File: config.mk
export PLATFORM = sky130hd
export DESIGN_NAME = nta_activation_fsm
export DESIGN_NICKNAME = d
export VERILOG_FILES = /design/src/design/nta_pkg.sv /design/src/design/nta_activation_fsm.sv /design/src/design/nta_ms_timer.sv
export VERILOG_INCLUDE_DIRS = /design/src /design/src/design
export SDC_FILE = /design/constraint.sdc
export NUM_CORES = 1
export LEC_CHECK = 0
export BUFFER_PORTS_ARGS = -buffer_cell sky130_fd_sc_hd__buf_2
export CORE_MARGIN = 1.5
export CORE_UTILIZATION = 30
export DETAILED_ROUTE_END_ITERATION = 10
export GPL_ROUTABILITY_DRIVEN = 0
export PLACE_DENSITY = 0.51
export REMOVE_ABC_BUFFERS = 1
export SYNTH_ARGS = -nofsm -noshare
export SYNTH_HDL_FRONTEND = slang
export SYNTH_HIERARCHICAL = 1
export SYNTH_SLANG_ARGS = --single-unit
File: constraint.sdc
create_clock -name clk -period 2.4 [get_ports clk]
set_input_delay 0.6 -clock clk [delete_from_list [all_inputs] [get_ports clk]]
set_output_delay 0.6 -clock clk [all_outputs]
set_load 0.03 [all_outputs]
File: src/design/nta_defines.svh
/*
 * timing constants for the line-side activation state machine.
 * assumes a 20 MHz clock; included by bare name.
 */
`ifndef NTA_DEFINES_SVH
`define NTA_DEFINES_SVH

// ----------------------------------------
// clock and base tick
// ----------------------------------------
`define NTA_CLK_HZ 20000000
`define NTA_MS_CYCLES (`NTA_CLK_HZ / 1000)

// ----------------------------------------
// timer values in their own units
// ----------------------------------------
`define NTA_GUARD_MS 25
`define NTA_GUARD_MIN_MS 25
`define NTA_GUARD_MAX_MS 100
`define NTA_SUPERVISION_MS 30000
`define NTA_HOLD_MS 100
`define NTA_IDLE_ONES 48
`define NTA_WAKE_LIMIT_MS 1000
`define NTA_OPER_LIMIT_MS 500
`define NTA_RESPONSE_MS 25

`endif

File: src/design/nta_pkg.sv
/*
 * types for the line-side activation state machine.
 * assumes nothing beyond a SystemVerilog compiler.
 */
package nta_pkg;

    // states, gray coded along deact -> pend_act -> active -> pend_deact
    typedef enum logic [1:0] {
        NTA_STATE_DEACTIVATED = 2'b00,
        NTA_STATE_PENDING_ACTIVATION = 2'b01,
        NTA_STATE_ACTIVE = 2'b11,
        NTA_STATE_PENDING_DEACTIVATION = 2'b10
    } nta_state_e;

    // line signal chosen for transmission
    typedef enum logic [1:0] {
        NTA_TX_IDLE_LINE_SIGNAL = 2'b00,
        NTA_TX_FRAMED_ACTIVATION_SIGNAL = 2'b01,
        NTA_TX_OPERATIONAL_FRAMES = 2'b10
    } nta_tx_e;

    // line events from the receiver
    typedef struct packed {
        logic terminal_wake_signal;
        logic synchronized_terminal_frames;
        logic lost_framing;
        logic rx_bit_valid;
        logic rx_bit;
    } nta_rx_s;

    // indications, one-cycle pulses
    typedef struct packed {
        logic link_layer_activate_indication;
        logic link_layer_deactivate_indication;
        logic mgmt_activate_indication;
        logic mgmt_deactivate_indication;
        logic mgmt_error_indication;
    } nta_ind_s;

endpackage

File: src/design/nta_activation_fsm.sv
/*
 * network-side layer-one activation state machine with supervision,
 * reactivation guard and optional activation hold timers.
 * assumes receiver events and requests are synchronous one-cycle pulses.
 */
// Function
// - guard timer lasts 25 to 100 ms, programmable; GUARD_MS is not bounded, and zero is accepted.
// - zero guard allowed; deactivate then goes straight to deactivated.
// - supervision timer covers whole access activation time.
// - management deactivate and error indications may be suppressed.
// - optional 100 ms hold before operational frames and activate indications.
// - idle line declared after 48 or more consecutive ones.
// - framed activation sent within 1 s of wake.
// - operational frames sent within 500 ms of synced frames.
// - idle or lost framing brings framed activation within 25 ms, no deactivation.
`timescale 1ns/100ps
`include "nta_defines.svh"
module nta_activation_fsm #(
    parameter int SUPERVISION_MS = `NTA_SUPERVISION_MS,
    parameter int GUARD_MS = `NTA_GUARD_MS,
    parameter int HOLD_MS = `NTA_HOLD_MS,
    parameter int MS_CYCLES = `NTA_MS_CYCLES,
    parameter int IDLE_ONES = `NTA_IDLE_ONES,
    parameter bit HOLD_ENABLE = 1'b0,
    parameter bit FORWARD_MGMT = 1'b1
) (
    input wire logic clk,
    input wire logic resetn,
    input wire nta_pkg::nta_rx_s rx,
    input wire logic activate_request,
    input wire logic deactivate_request,
    output nta_pkg::nta_tx_e tx_signal,
    output nta_pkg::nta_state_e state,
    output nta_pkg::nta_ind_s ind
);
    import nta_pkg::*;

    // ----------------------------------------
    // millisecond tick
    // ----------------------------------------
    logic [24:0] ms_div;
    logic [24:0] next_ms_div;
    logic ms_tick;
    logic next_ms_tick;

    // divider runs free so timers share one tick
    always_comb begin
        next_ms_tick = 1'b0;
        next_ms_div = ms_div + 25'h1;
        if (ms_div == 25'(MS_CYCLES - 1)) begin
            next_ms_div = '0;
            next_ms_tick = 1'b1;
        end
    end

    always_ff @(posedge clk or negedge resetn) begin
        if (!resetn) begin
            ms_div <= '0;
            ms_tick <= 1'b0;
        end else begin
            ms_div <= next_ms_div;
            ms_tick <= next_ms_tick;
        end
    end

    // ----------------------------------------
    // idle line detector
    // ----------------------------------------
    logic [6:0] ones;
    logic [6:0] next_ones;
    logic idle_rx;

    // counts consecutive ones, saturating at the threshold
    always_comb begin
        next_ones = ones;
        if (rx.rx_bit_valid) begin
            if (!rx.rx_bit) begin
                next_ones = '0;
            end else if (ones < 7'(IDLE_ONES)) begin
                next_ones = ones + 7'h1;
            end
        end
    end

    always_ff @(posedge clk or negedge resetn) begin
        if (!resetn) begin
            ones <= '0;
        end else begin
            ones <= next_ones;
        end
    end

    assign idle_rx = (ones >= 7'(IDLE_ONES));

    // ----------------------------------------
    // timers
    // ----------------------------------------
    logic sup_start, sup_stop, sup_expired, sup_running;
    logic grd_start, grd_expired, grd_running;
    logic hold_start, hold_stop, hold_expired, hold_running;

    // supervision spans exchange and terminal sections
    nta_ms_timer #(.WIDTH(16)) u_supervision (
        .clk(clk), .resetn(resetn), .ms_tick(ms_tick),
        .start(sup_start), .stop(sup_stop),
        .load_ms(16'(SUPERVISION_MS)),
        .running(sup_running), .expired(sup_expired)
    );

    // guard against unintended reactivation
    nta_ms_timer #(.WIDTH(16)) u_guard (
        .clk(clk), .resetn(resetn), .ms_tick(ms_tick),
        .start(grd_start), .stop(1'b0),
        .load_ms(16'(GUARD_MS)),
        .running(grd_running), .expired(grd_expired)
    );

    // optional hold before going operational
    nta_ms_timer #(.WIDTH(16)) u_hold (
        .clk(clk), .resetn(resetn), .ms_tick(ms_tick),
        .start(hold_start), .stop(hold_stop),
        .load_ms(16'(HOLD_MS)),
        .running(hold_running), .expired(hold_expired)
    );

    // ----------------------------------------
    // state machine
    // ----------------------------------------
    nta_state_e next_state;
    nta_tx_e next_tx;
    nta_ind_s next_ind;
    logic deact_now;

    // guard of zero moves deactivation straight to deactivated
    assign deact_now = deactivate_request || (sup_expired && state == NTA_STATE_PENDING_ACTIVATION);

    always_comb begin
        next_state = state;
        next_ind = '0;
        sup_start = 1'b0;
        sup_stop = 1'b0;
        grd_start = 1'b0;
        hold_start = 1'b0;
        hold_stop = 1'b0;
        case (state)
            NTA_STATE_DEACTIVATED: begin
                if (rx.terminal_wake_signal || activate_request) begin
                    sup_start = 1'b1;
                    next_state = NTA_STATE_PENDING_ACTIVATION;
                end
            end
            NTA_STATE_PENDING_ACTIVATION: begin
                if (deact_now) begin
                    sup_stop = 1'b1;
                    hold_stop = 1'b1;
                    next_ind.link_layer_deactivate_indication = 1'b1;
                    if (GUARD_MS == 0) begin
                        next_state = NTA_STATE_DEACTIVATED;
                    end else begin
                        grd_start = 1'b1;
                        next_state = NTA_STATE_PENDING_DEACTIVATION;
                    end
                end else if (rx.synchronized_terminal_frames && !(HOLD_ENABLE && hold_running)) begin
                    if (HOLD_ENABLE && !hold_expired) begin
                        hold_start = 1'b1;
                    end else begin
                        sup_stop = 1'b1;
                        next_ind.link_layer_activate_indication = 1'b1;
                        next_ind.mgmt_activate_indication = 1'b1;
                        next_state = NTA_STATE_ACTIVE;
                    end
                end else if (HOLD_ENABLE && hold_expired) begin
                    sup_stop = 1'b1;
                    next_ind.link_layer_activate_indication = 1'b1;
                    next_ind.mgmt_activate_indication = 1'b1;
                    next_state = NTA_STATE_ACTIVE;
                end
            end
            NTA_STATE_ACTIVE: begin
                if (deactivate_request) begin
                    next_ind.link_layer_deactivate_indication = 1'b1;
                    if (GUARD_MS == 0) begin
                        next_state = NTA_STATE_DEACTIVATED;
                    end else begin
                        grd_start = 1'b1;
                        next_state = NTA_STATE_PENDING_DEACTIVATION;
                    end
                end else if (rx.lost_framing || idle_rx) begin
                    next_ind.mgmt_deactivate_indication = FORWARD_MGMT;
                    next_ind.mgmt_error_indication = FORWARD_MGMT;
                    next_state = NTA_STATE_PENDING_ACTIVATION;
                end
            end
            NTA_STATE_PENDING_DEACTIVATION: begin
                if (activate_request) begin
                    sup_start = 1'b1;
                    next_state = NTA_STATE_PENDING_ACTIVATION;
                end else if (grd_expired || idle_rx) begin
                    next_state = NTA_STATE_DEACTIVATED;
                end
            end
            default: begin
                next_state = NTA_STATE_DEACTIVATED;
            end
        endcase
    end

    // transmitted signal follows the next state
    always_comb begin
        case (next_state)
            NTA_STATE_PENDING_ACTIVATION: next_tx = NTA_TX_FRAMED_ACTIVATION_SIGNAL;
            NTA_STATE_ACTIVE: next_tx = NTA_TX_OPERATIONAL_FRAMES;
            default: next_tx = NTA_TX_IDLE_LINE_SIGNAL;
        endcase
    end

    always_ff @(posedge clk or negedge resetn) begin
        if (!resetn) begin
            state <= NTA_STATE_DEACTIVATED;
            tx_signal <= NTA_TX_IDLE_LINE_SIGNAL;
            ind <= '0;
        end else begin
            state <= next_state;
            tx_signal <= next_tx;
            ind <= next_ind;
        end
    end

endmodule

File: src/design/nta_ms_timer.sv
/*
 * millisecond down-counter with start, stop and one-cycle expiry.
 * assumes a free-running millisecond tick from the parent.
 */
`timescale 1ns/100ps
module nta_ms_timer #(
    parameter int WIDTH = 16
) (
    input wire logic clk,
    input wire logic resetn,
    input wire logic ms_tick,
    input wire logic start,
    input wire logic stop,
    input wire logic [WIDTH-1:0] load_ms,
    output logic running,
    output logic expired
);

    logic [WIDTH-1:0] count;
    logic [WIDTH-1:0] next_count;
    logic next_running;
    logic next_expired;

    // countdown; a zero load expires two cycles after start
    always_comb begin
        next_count = count;
        next_running = running;
        next_expired = 1'b0;
        if (start) begin
            next_count = load_ms;
            next_running = 1'b1;
        end else if (stop) begin
            next_running = 1'b0;
        end else if (running) begin
            if (count == '0) begin
                next_running = 1'b0;
                next_expired = 1'b1;
            end else if (ms_tick) begin
                next_count = count - 1'b1;
            end
        end
    end

    always_ff @(posedge clk or negedge resetn) begin
        if (!resetn) begin
            count <= '0;
            running <= 1'b0;
            expired <= 1'b0;
        end else begin
            count <= next_count;
            running <= next_running;
            expired <= next_expired;
        end
    end

endmodule

# Word level (Yosys, flattened, before mapping)
# Index checks and enable logic that the tools add are counted.
dict set report word_totals {
  ff_bits 77
  inputBits 9
  out_inout_bits 9
  elab_cells 96
}
dict set report op_classes {
  addsub 4
  order_cmp 2
  n_eq_ne 10
  muxes 50
  reduce_logical 15
}
# cell n
set ops {}
lappend ops {{two-way mux 16 bit} 9}
lappend ops {{zero test 16 bit} 2}
lappend ops {{subtractor 16 x 1 -> 16 bit (second input constant)} 2}
lappend ops {{adder 25 x 1 -> 25 bit (second input constant)} 1}
lappend ops {{== test 25 x 15 -> 1 bit (second input constant)} 1}
lappend ops {{two-way mux 25 bit} 1}
lappend ops {{two-way mux 1 bit} 24}
lappend ops {{two-way mux 2 bit} 10}
lappend ops {{two-way mux 7 bit} 2}
lappend ops {{one-hot mux 2 bit (4 select lines)} 1}
lappend ops {{nonzero test 2 bit} 4}
lappend ops {{adder 7 x 1 -> 7 bit (second input constant)} 1}
lappend ops {{>= comparator 7 x 6 -> 1 bit (second input constant)} 1}
lappend ops {{< comparator 7 x 6 -> 1 bit (second input constant)} 1}
lappend ops {{== test 2 bit (second input constant)} 3}
lappend ops {{!= test 2 bit (second input constant)} 3}
lappend ops {{== test 2 x 1 -> 1 bit (second input constant)} 2}
lappend ops {{logical OR 1 bit} 4}
lappend ops {{one-hot mux 1 bit (2 select lines)} 2}
lappend ops {{one-hot mux 2 bit (2 select lines)} 1}
lappend ops {{AND reduction 4 bit} 1}
lappend ops {{AND reduction 3 bit} 1}
lappend ops {{zero test 2 bit} 1}
lappend ops {{!= test 2 x 1 -> 1 bit (second input constant)} 1}
lappend ops {{other kinds (2)} 2}

# Longest topological paths before layout
dict set report logic_depth {
  ltp_word 7
  ltp_mapped 7
  mapped_depth_nobuf 6
}

# By module
# The synthesis kept the hierarchy.
# module n_inst cells_per_inst area_per_inst_um2 seq_area_each_um2
set modules_own_cells {}
lappend modules_own_cells {nta_ms_timer 2 137 1159.9 450.4}
lappend modules_own_cells {nta_activation_fsm 1 178 1905.6 1001.0}

# Least setup slack after synthesis
# No wires, ideal clock.
dict set report synth_path {
  kind {reg2reg}
  start {register u_supervision.count[0]}
  end {register u_supervision.count[12]}
  setup_time_ps 82
  arrival_time_ps 2380
  required_time_ps 2318
  setup_slack_ps -62
  path_stages_with_launch 8
  n_path_buf 1
  synth_period_minus_slack_ps 2462
  path_cell_list {dfrtp_1 > inv_1 > ha_1 > or3b_2 > or4_1 > buf_2 > or4_1 > a31oi_1}
}
dict set report synth_via {
  elab_chain_len 6
  elab_cells_between_ends 9
  classes_between {1 x add/sub; 1 x eq/ne; 5 x mux; 2 x reduce/logical}
}
# element line
set synth_lines {}
lappend synth_lines {{start, declared} nta_ms_timer.sv:19} ;# logic [WIDTH-1:0] count;
lappend synth_lines {{start signal, assigned} nta_ms_timer.sv:50} ;# count <= next_count;
lappend synth_lines {{subtractor 16 x 1 -> 16 bit} nta_ms_timer.sv:39} ;# next_count = count - 1'b1;
lappend synth_lines {{two-way mux 16 bit} nta_ms_timer.sv:38} ;# end else if (ms_tick) begin
lappend synth_lines {{two-way mux 16 bit} nta_ms_timer.sv:35} ;# if (count == '0) begin
lappend synth_lines {{two-way mux 16 bit} nta_ms_timer.sv:34} ;# end else if (running) begin
lappend synth_lines {{two-way mux 16 bit} nta_ms_timer.sv:32} ;# end else if (stop) begin
lappend synth_lines {{two-way mux 16 bit} nta_ms_timer.sv:29} ;# if (start) begin
# Parallel ways exist; a longest one is shown, timed or not. The select of a mux whose other input is x is not followed.
# A chain may end at the register's enable or synchronous reset.

# Final worst setup path
dict set report layout_path {
  start {register u_guard.count[9]}
  end {register u_guard.count[12]}
}
dict set report layout_via {
  elab_chain_len 5
  elab_cells_between_ends 8
  classes_between {1 x add/sub; 1 x eq/ne; 4 x mux; 2 x reduce/logical}
}
# element line
set layout_lines {}
lappend layout_lines {{start, declared} nta_ms_timer.sv:19}
lappend layout_lines {{start signal, assigned} nta_ms_timer.sv:50}
lappend layout_lines {{subtractor 16 x 1 -> 16 bit} nta_ms_timer.sv:39}
lappend layout_lines {{two-way mux 16 bit} nta_ms_timer.sv:38}
lappend layout_lines {{two-way mux 16 bit} nta_ms_timer.sv:35}
lappend layout_lines {{two-way mux 16 bit} nta_ms_timer.sv:34}
lappend layout_lines {{two-way mux 16 bit} nta_ms_timer.sv:29}
# Parallel ways exist; a longest one is shown, timed or not. The select of a mux whose other input is x is not followed.

==> impl_metrics.py <==
metrics = {
    "status": {
        "status": "finished, final reports clean",
    },
    "drt": {
        "drt_wl_total_um": 9926,
        "first_pass_iters": 4,
        "wl_per_cell_um": 13.69,
        "drc": 0,
        "num_vias": 3649,
        "vias_per_cell": 5.033,
        "drtAntennaViolNets": 0,
        "drtIter0Drc": 223,
    },
    "placed_design": {
        "placed_cells": 710,
        "preCtsSetupSlack_ns": 0.03031,
        "dp_hpwl_um": 6902,
        "port_buffers": 17,
        "place_area_mm2": 0.004922,
    },
    "final_layout": {
        "diodes": 0,
        "nets": 555,
        "postLayoutCoreUtil": 0.3810,
        "fillers": 1408,
        "drive_gt1_frac": 0.1853,
        "syn_to_final_growth_pct": 24.67,
        "ff_latch_area_mm2": 0.001902,
        "layoutNonFillerInstCount": 725,
        "multi_input_area_mm2": 0.002275,
        "finalInstanceArea_mm2": 0.005268,
    },
    "clock_tree": {
        "insertion_delay_ns": 0.35,
        "clk_pin_slew_ns": 0.06,
        "htreeDepth": 3,
        "cts_made_buffers": 9,
        "root_buffer": "clkbuf_16",
        "postCtsHoldBufs": 0,
        "clock_sinks": 76,
        "cts_tree": "built",
        "clock_path_buffers": 2,
    },
    "worst_setup_path": {
        "slowest_stage": "or4_4",
        "worstPathCellList": "or4_4, or4_4, or4_1, a31oi_1",
        "cp.depth": 4,
        "crit_required_ns": 2.66,
        "critPathKind": "flop to flop",
        "slowest_delay_ns": 0.57,
        "crit_fanout": 5,
        "cp.arrival_ns": 2.53,
        "path_common_cell": "or4_4",
        "critPathCaptureType": "flop",
        "reg2regPathDepth": 4,
        "crit_family": "simple AND/OR/NAND/NOR gates",
        "worst-path-buf-inv": 0,
        "start_kind": "flop",
    },
    "logic_synthesis": {
        "synthTopCellsByArea": "dfrtp_1 45%, xnor2_1 3.7%, a21oi_1 3.6%",
        "netlist.area_leader.share": 0.4501,
        "ys_seq_area_frac": 0.4501,
        "ys_warn_count": 6,
        "async_reset_ff_frac": 1.000,
        "synth-xor-area-share": 0.04768,
        "netlist.top_cell.by_area": "dfrtp_1",
        "netlist_area_mm2": 0.004225,
        "synthAdderAreaFrac": 0.01481,
        "synth_top_family_by_area": "simple AND/OR/NAND/NOR gates",
        "synth-compound-area-share": 0.1643,
        "ys_seq_elements": 76,
        "synth_mux_area_frac": 0.01421,
        "synth-edff-count": 0,
        "ys.flop_type": "dfrtp_1",
        "netlist_instances": 452,
        "yosys.area_share.simple": 0.2585,
        "ys_types": 59,
        "syn_area_per_cell_um2": 9.348,
    },
    "grt": {
        "grt_max_degree": 56,
        "grt-ovfl-total": 0,
        "grt_pass1_wl_um": 17820,
        "antenna_found_initial": 0,
        "grt_use_total": 0.1509,
        "grt_pass1_vias": 3688,
    },
    "pwr": {
        "powerDensity_mw_per_mm2": 984.4,
        "leakagePower_nw": 2.297,
        "vdd_ir_drop_max_mv": 0.3705,
        "power.total_mw": 5.185,
    },
    "floorplan": {
        "io-pin-count": 18,
        "die_w_um": 121.7,
        "core_area_mm2": 0.01383,
        "start_util": 0.3056,
        "rows": 43,
        "dieHeight_um": 121.7,
        "dieArea_mm2": 0.01480,
    },
    "sta": {
        "slew_violations": 0,
        "setup_slack_ns": 0.1286,
        "rsz0062_at_grt": "no",
        "skew_ns": 0.01097,
        "setup_viol": 0,
        "tns_ns": 0,
        "worstMarginPinSlew_ns": 0.7355,
        "hold_slack_ns": 0.3071,
        "period_minus_slack_ns": 2.271,
        "hold_violations": 0,
        "period_share": 0.9464,
        "clock.fmax_mhz": 440.2,
        "maxSlewHeadroom": 0.5097,
    },
    "min_path": {
        "min_path_type": "input port to asynchronous set/reset pin",
    },
    "run": {
        "max_cap_viol_count": 0,
    },
}
sequential cells by signal, indices dropped and copies added, names as in the netlist:
| name | cells |
|---|---|
| u_supervision/running | 1 |
| tx_signal | 2 |
| ms_div | 25 |
| u_guard/count | 16 |
| u_guard/running | 1 |
| ind | 3 |
| ms_tick | 1 |
| ones | 7 |
| u_guard/expired | 1 |
| u_supervision/expired | 1 |
| u_supervision/count | 16 |
| state | 2 |
power by group:
group / leakage (nW) / switching, mW / total [mW] / internal (mW)
Sequential: 0.983 / 0.282 / 1.84 / 1.56
Combinational: 1.16 / 1.05 / 1.88 / 0.824
Clock: 0.156 / 0.531 / 1.46 / 0.933
cells in the final DEF (no fill, tap or decap), types with 3 or more instances in the layout:
cell / count
conb_1: 35
o41ai_1: 3
xor2_1: 5
nor2b_1: 3
nor2_1: 39
dfrtp_1: 76
or3_2: 4
nor3b_1: 6
o311ai_0: 3
xnor2_1: 18
nor4b_1: 4
clkbuf_16: 9
ha_1: 4
and3_1: 10
a221oi_1: 6
a31oi_1: 8
nand3_1: 19
nor4_1: 17
o21ai_0: 13
o221ai_1: 6
o22ai_1: 8
a21oi_1: 29
nand2_1: 22
a2bb2oi_1: 5
a211oi_1: 5
or4_4: 4
buf_2: 16
mux2i_1: 6
nand4_1: 16
nand3b_1: 5
buf_4: 48
nor3_1: 15
or4_1: 6
inv_1: 27
cell usage after synthesis (all sizes together), types with 3 or more instances:
| library cell | n |
|---|---|
| dfrtp | 76 |
| nor2 | 40 |
| a21oi | 31 |
| inv | 27 |
| nand2 | 22 |
| nand3 | 19 |
| nor4 | 19 |
| xnor2 | 18 |
| nand4 | 17 |
| nor3 | 17 |
| o21ai | 15 |
| and3 | 10 |
| clkbuf | 10 |
| or4 | 10 |
| buf | 9 |
| a31oi | 8 |
| o22ai | 8 |
| nor3b | 7 |
| a221oi | 6 |
| mux2i | 6 |
| o221ai | 6 |
| a211oi | 5 |
| a2bb2oi | 5 |
| ha | 5 |
| nand3b | 5 |
| xor2 | 5 |
| and2 | 4 |
| nor4b | 4 |
| o41ai | 4 |
| or3 | 4 |
| nor2b | 3 |
| o311ai | 3 |
worst reg2reg max path, cell delays in order, from the launching register on:
cell	delay, ns
dfrtp_1	0.41
or4_4	0.57
or4_4	0.54
or4_1	0.51
a31oi_1	0.17
cells by family after synthesis:
| family | count (synthesis) |
|---|---|
| xor gates and xnor gates | 23 |
| and+or+nand+nor | 188 |
| other | 2 |
| muxes | 6 |
| adders and majority gates | 5 |
| DFF | 76 |
| AOI/OAI and AO/OA | 104 |
| buffers and inverters | 48 |
area by class of cell:
type                            instances  area share
Timing Repair Buffer                   64     0.08361
Clock buffer                           11     0.04608
Sequential cell                        76      0.3610
Inverter                               29     0.02067
Multi-Input combinational cell        361      0.4318
Clock inverter                          4     0.01401
Tap cell                              180     0.04276
layer usage:
layer | part of all wire | vias up | global-route usage
li1 | - | 1834 | -
met4 | 0.012 | 0 | 0.05147
met3 | 0.036 | 8 | 0.04448
met5 | 0 | - | 0
met1 | 0.49 | 1751 | 0.1968
met2 | 0.46 | 56 | 0.2394
worst paths after layout:
| kind | startpoint | end | slack (ns) |
|---|---|---|---|
| max | u_guard/count[9] | u_guard/count[12] | 0.13 |
| min | resetn | ind[3] | 0.31 |
| max reg2reg | u_guard/count[9] | u_guard/count[12] | 0.13 |
| min reg2reg | u_supervision/expired | ind[2] | 0.46 |
| max in group asynchronous | resetn | ms_div[11] | 1.43 |
| min in group clk | u_supervision/expired | ind[2] | 0.46 |
what timing repair did:
item	CTS	global route
resized for setup	0	7
endpoints found under the setup margin	0	16
setup buffers	0	0
(Power assumes the default switching activity.)
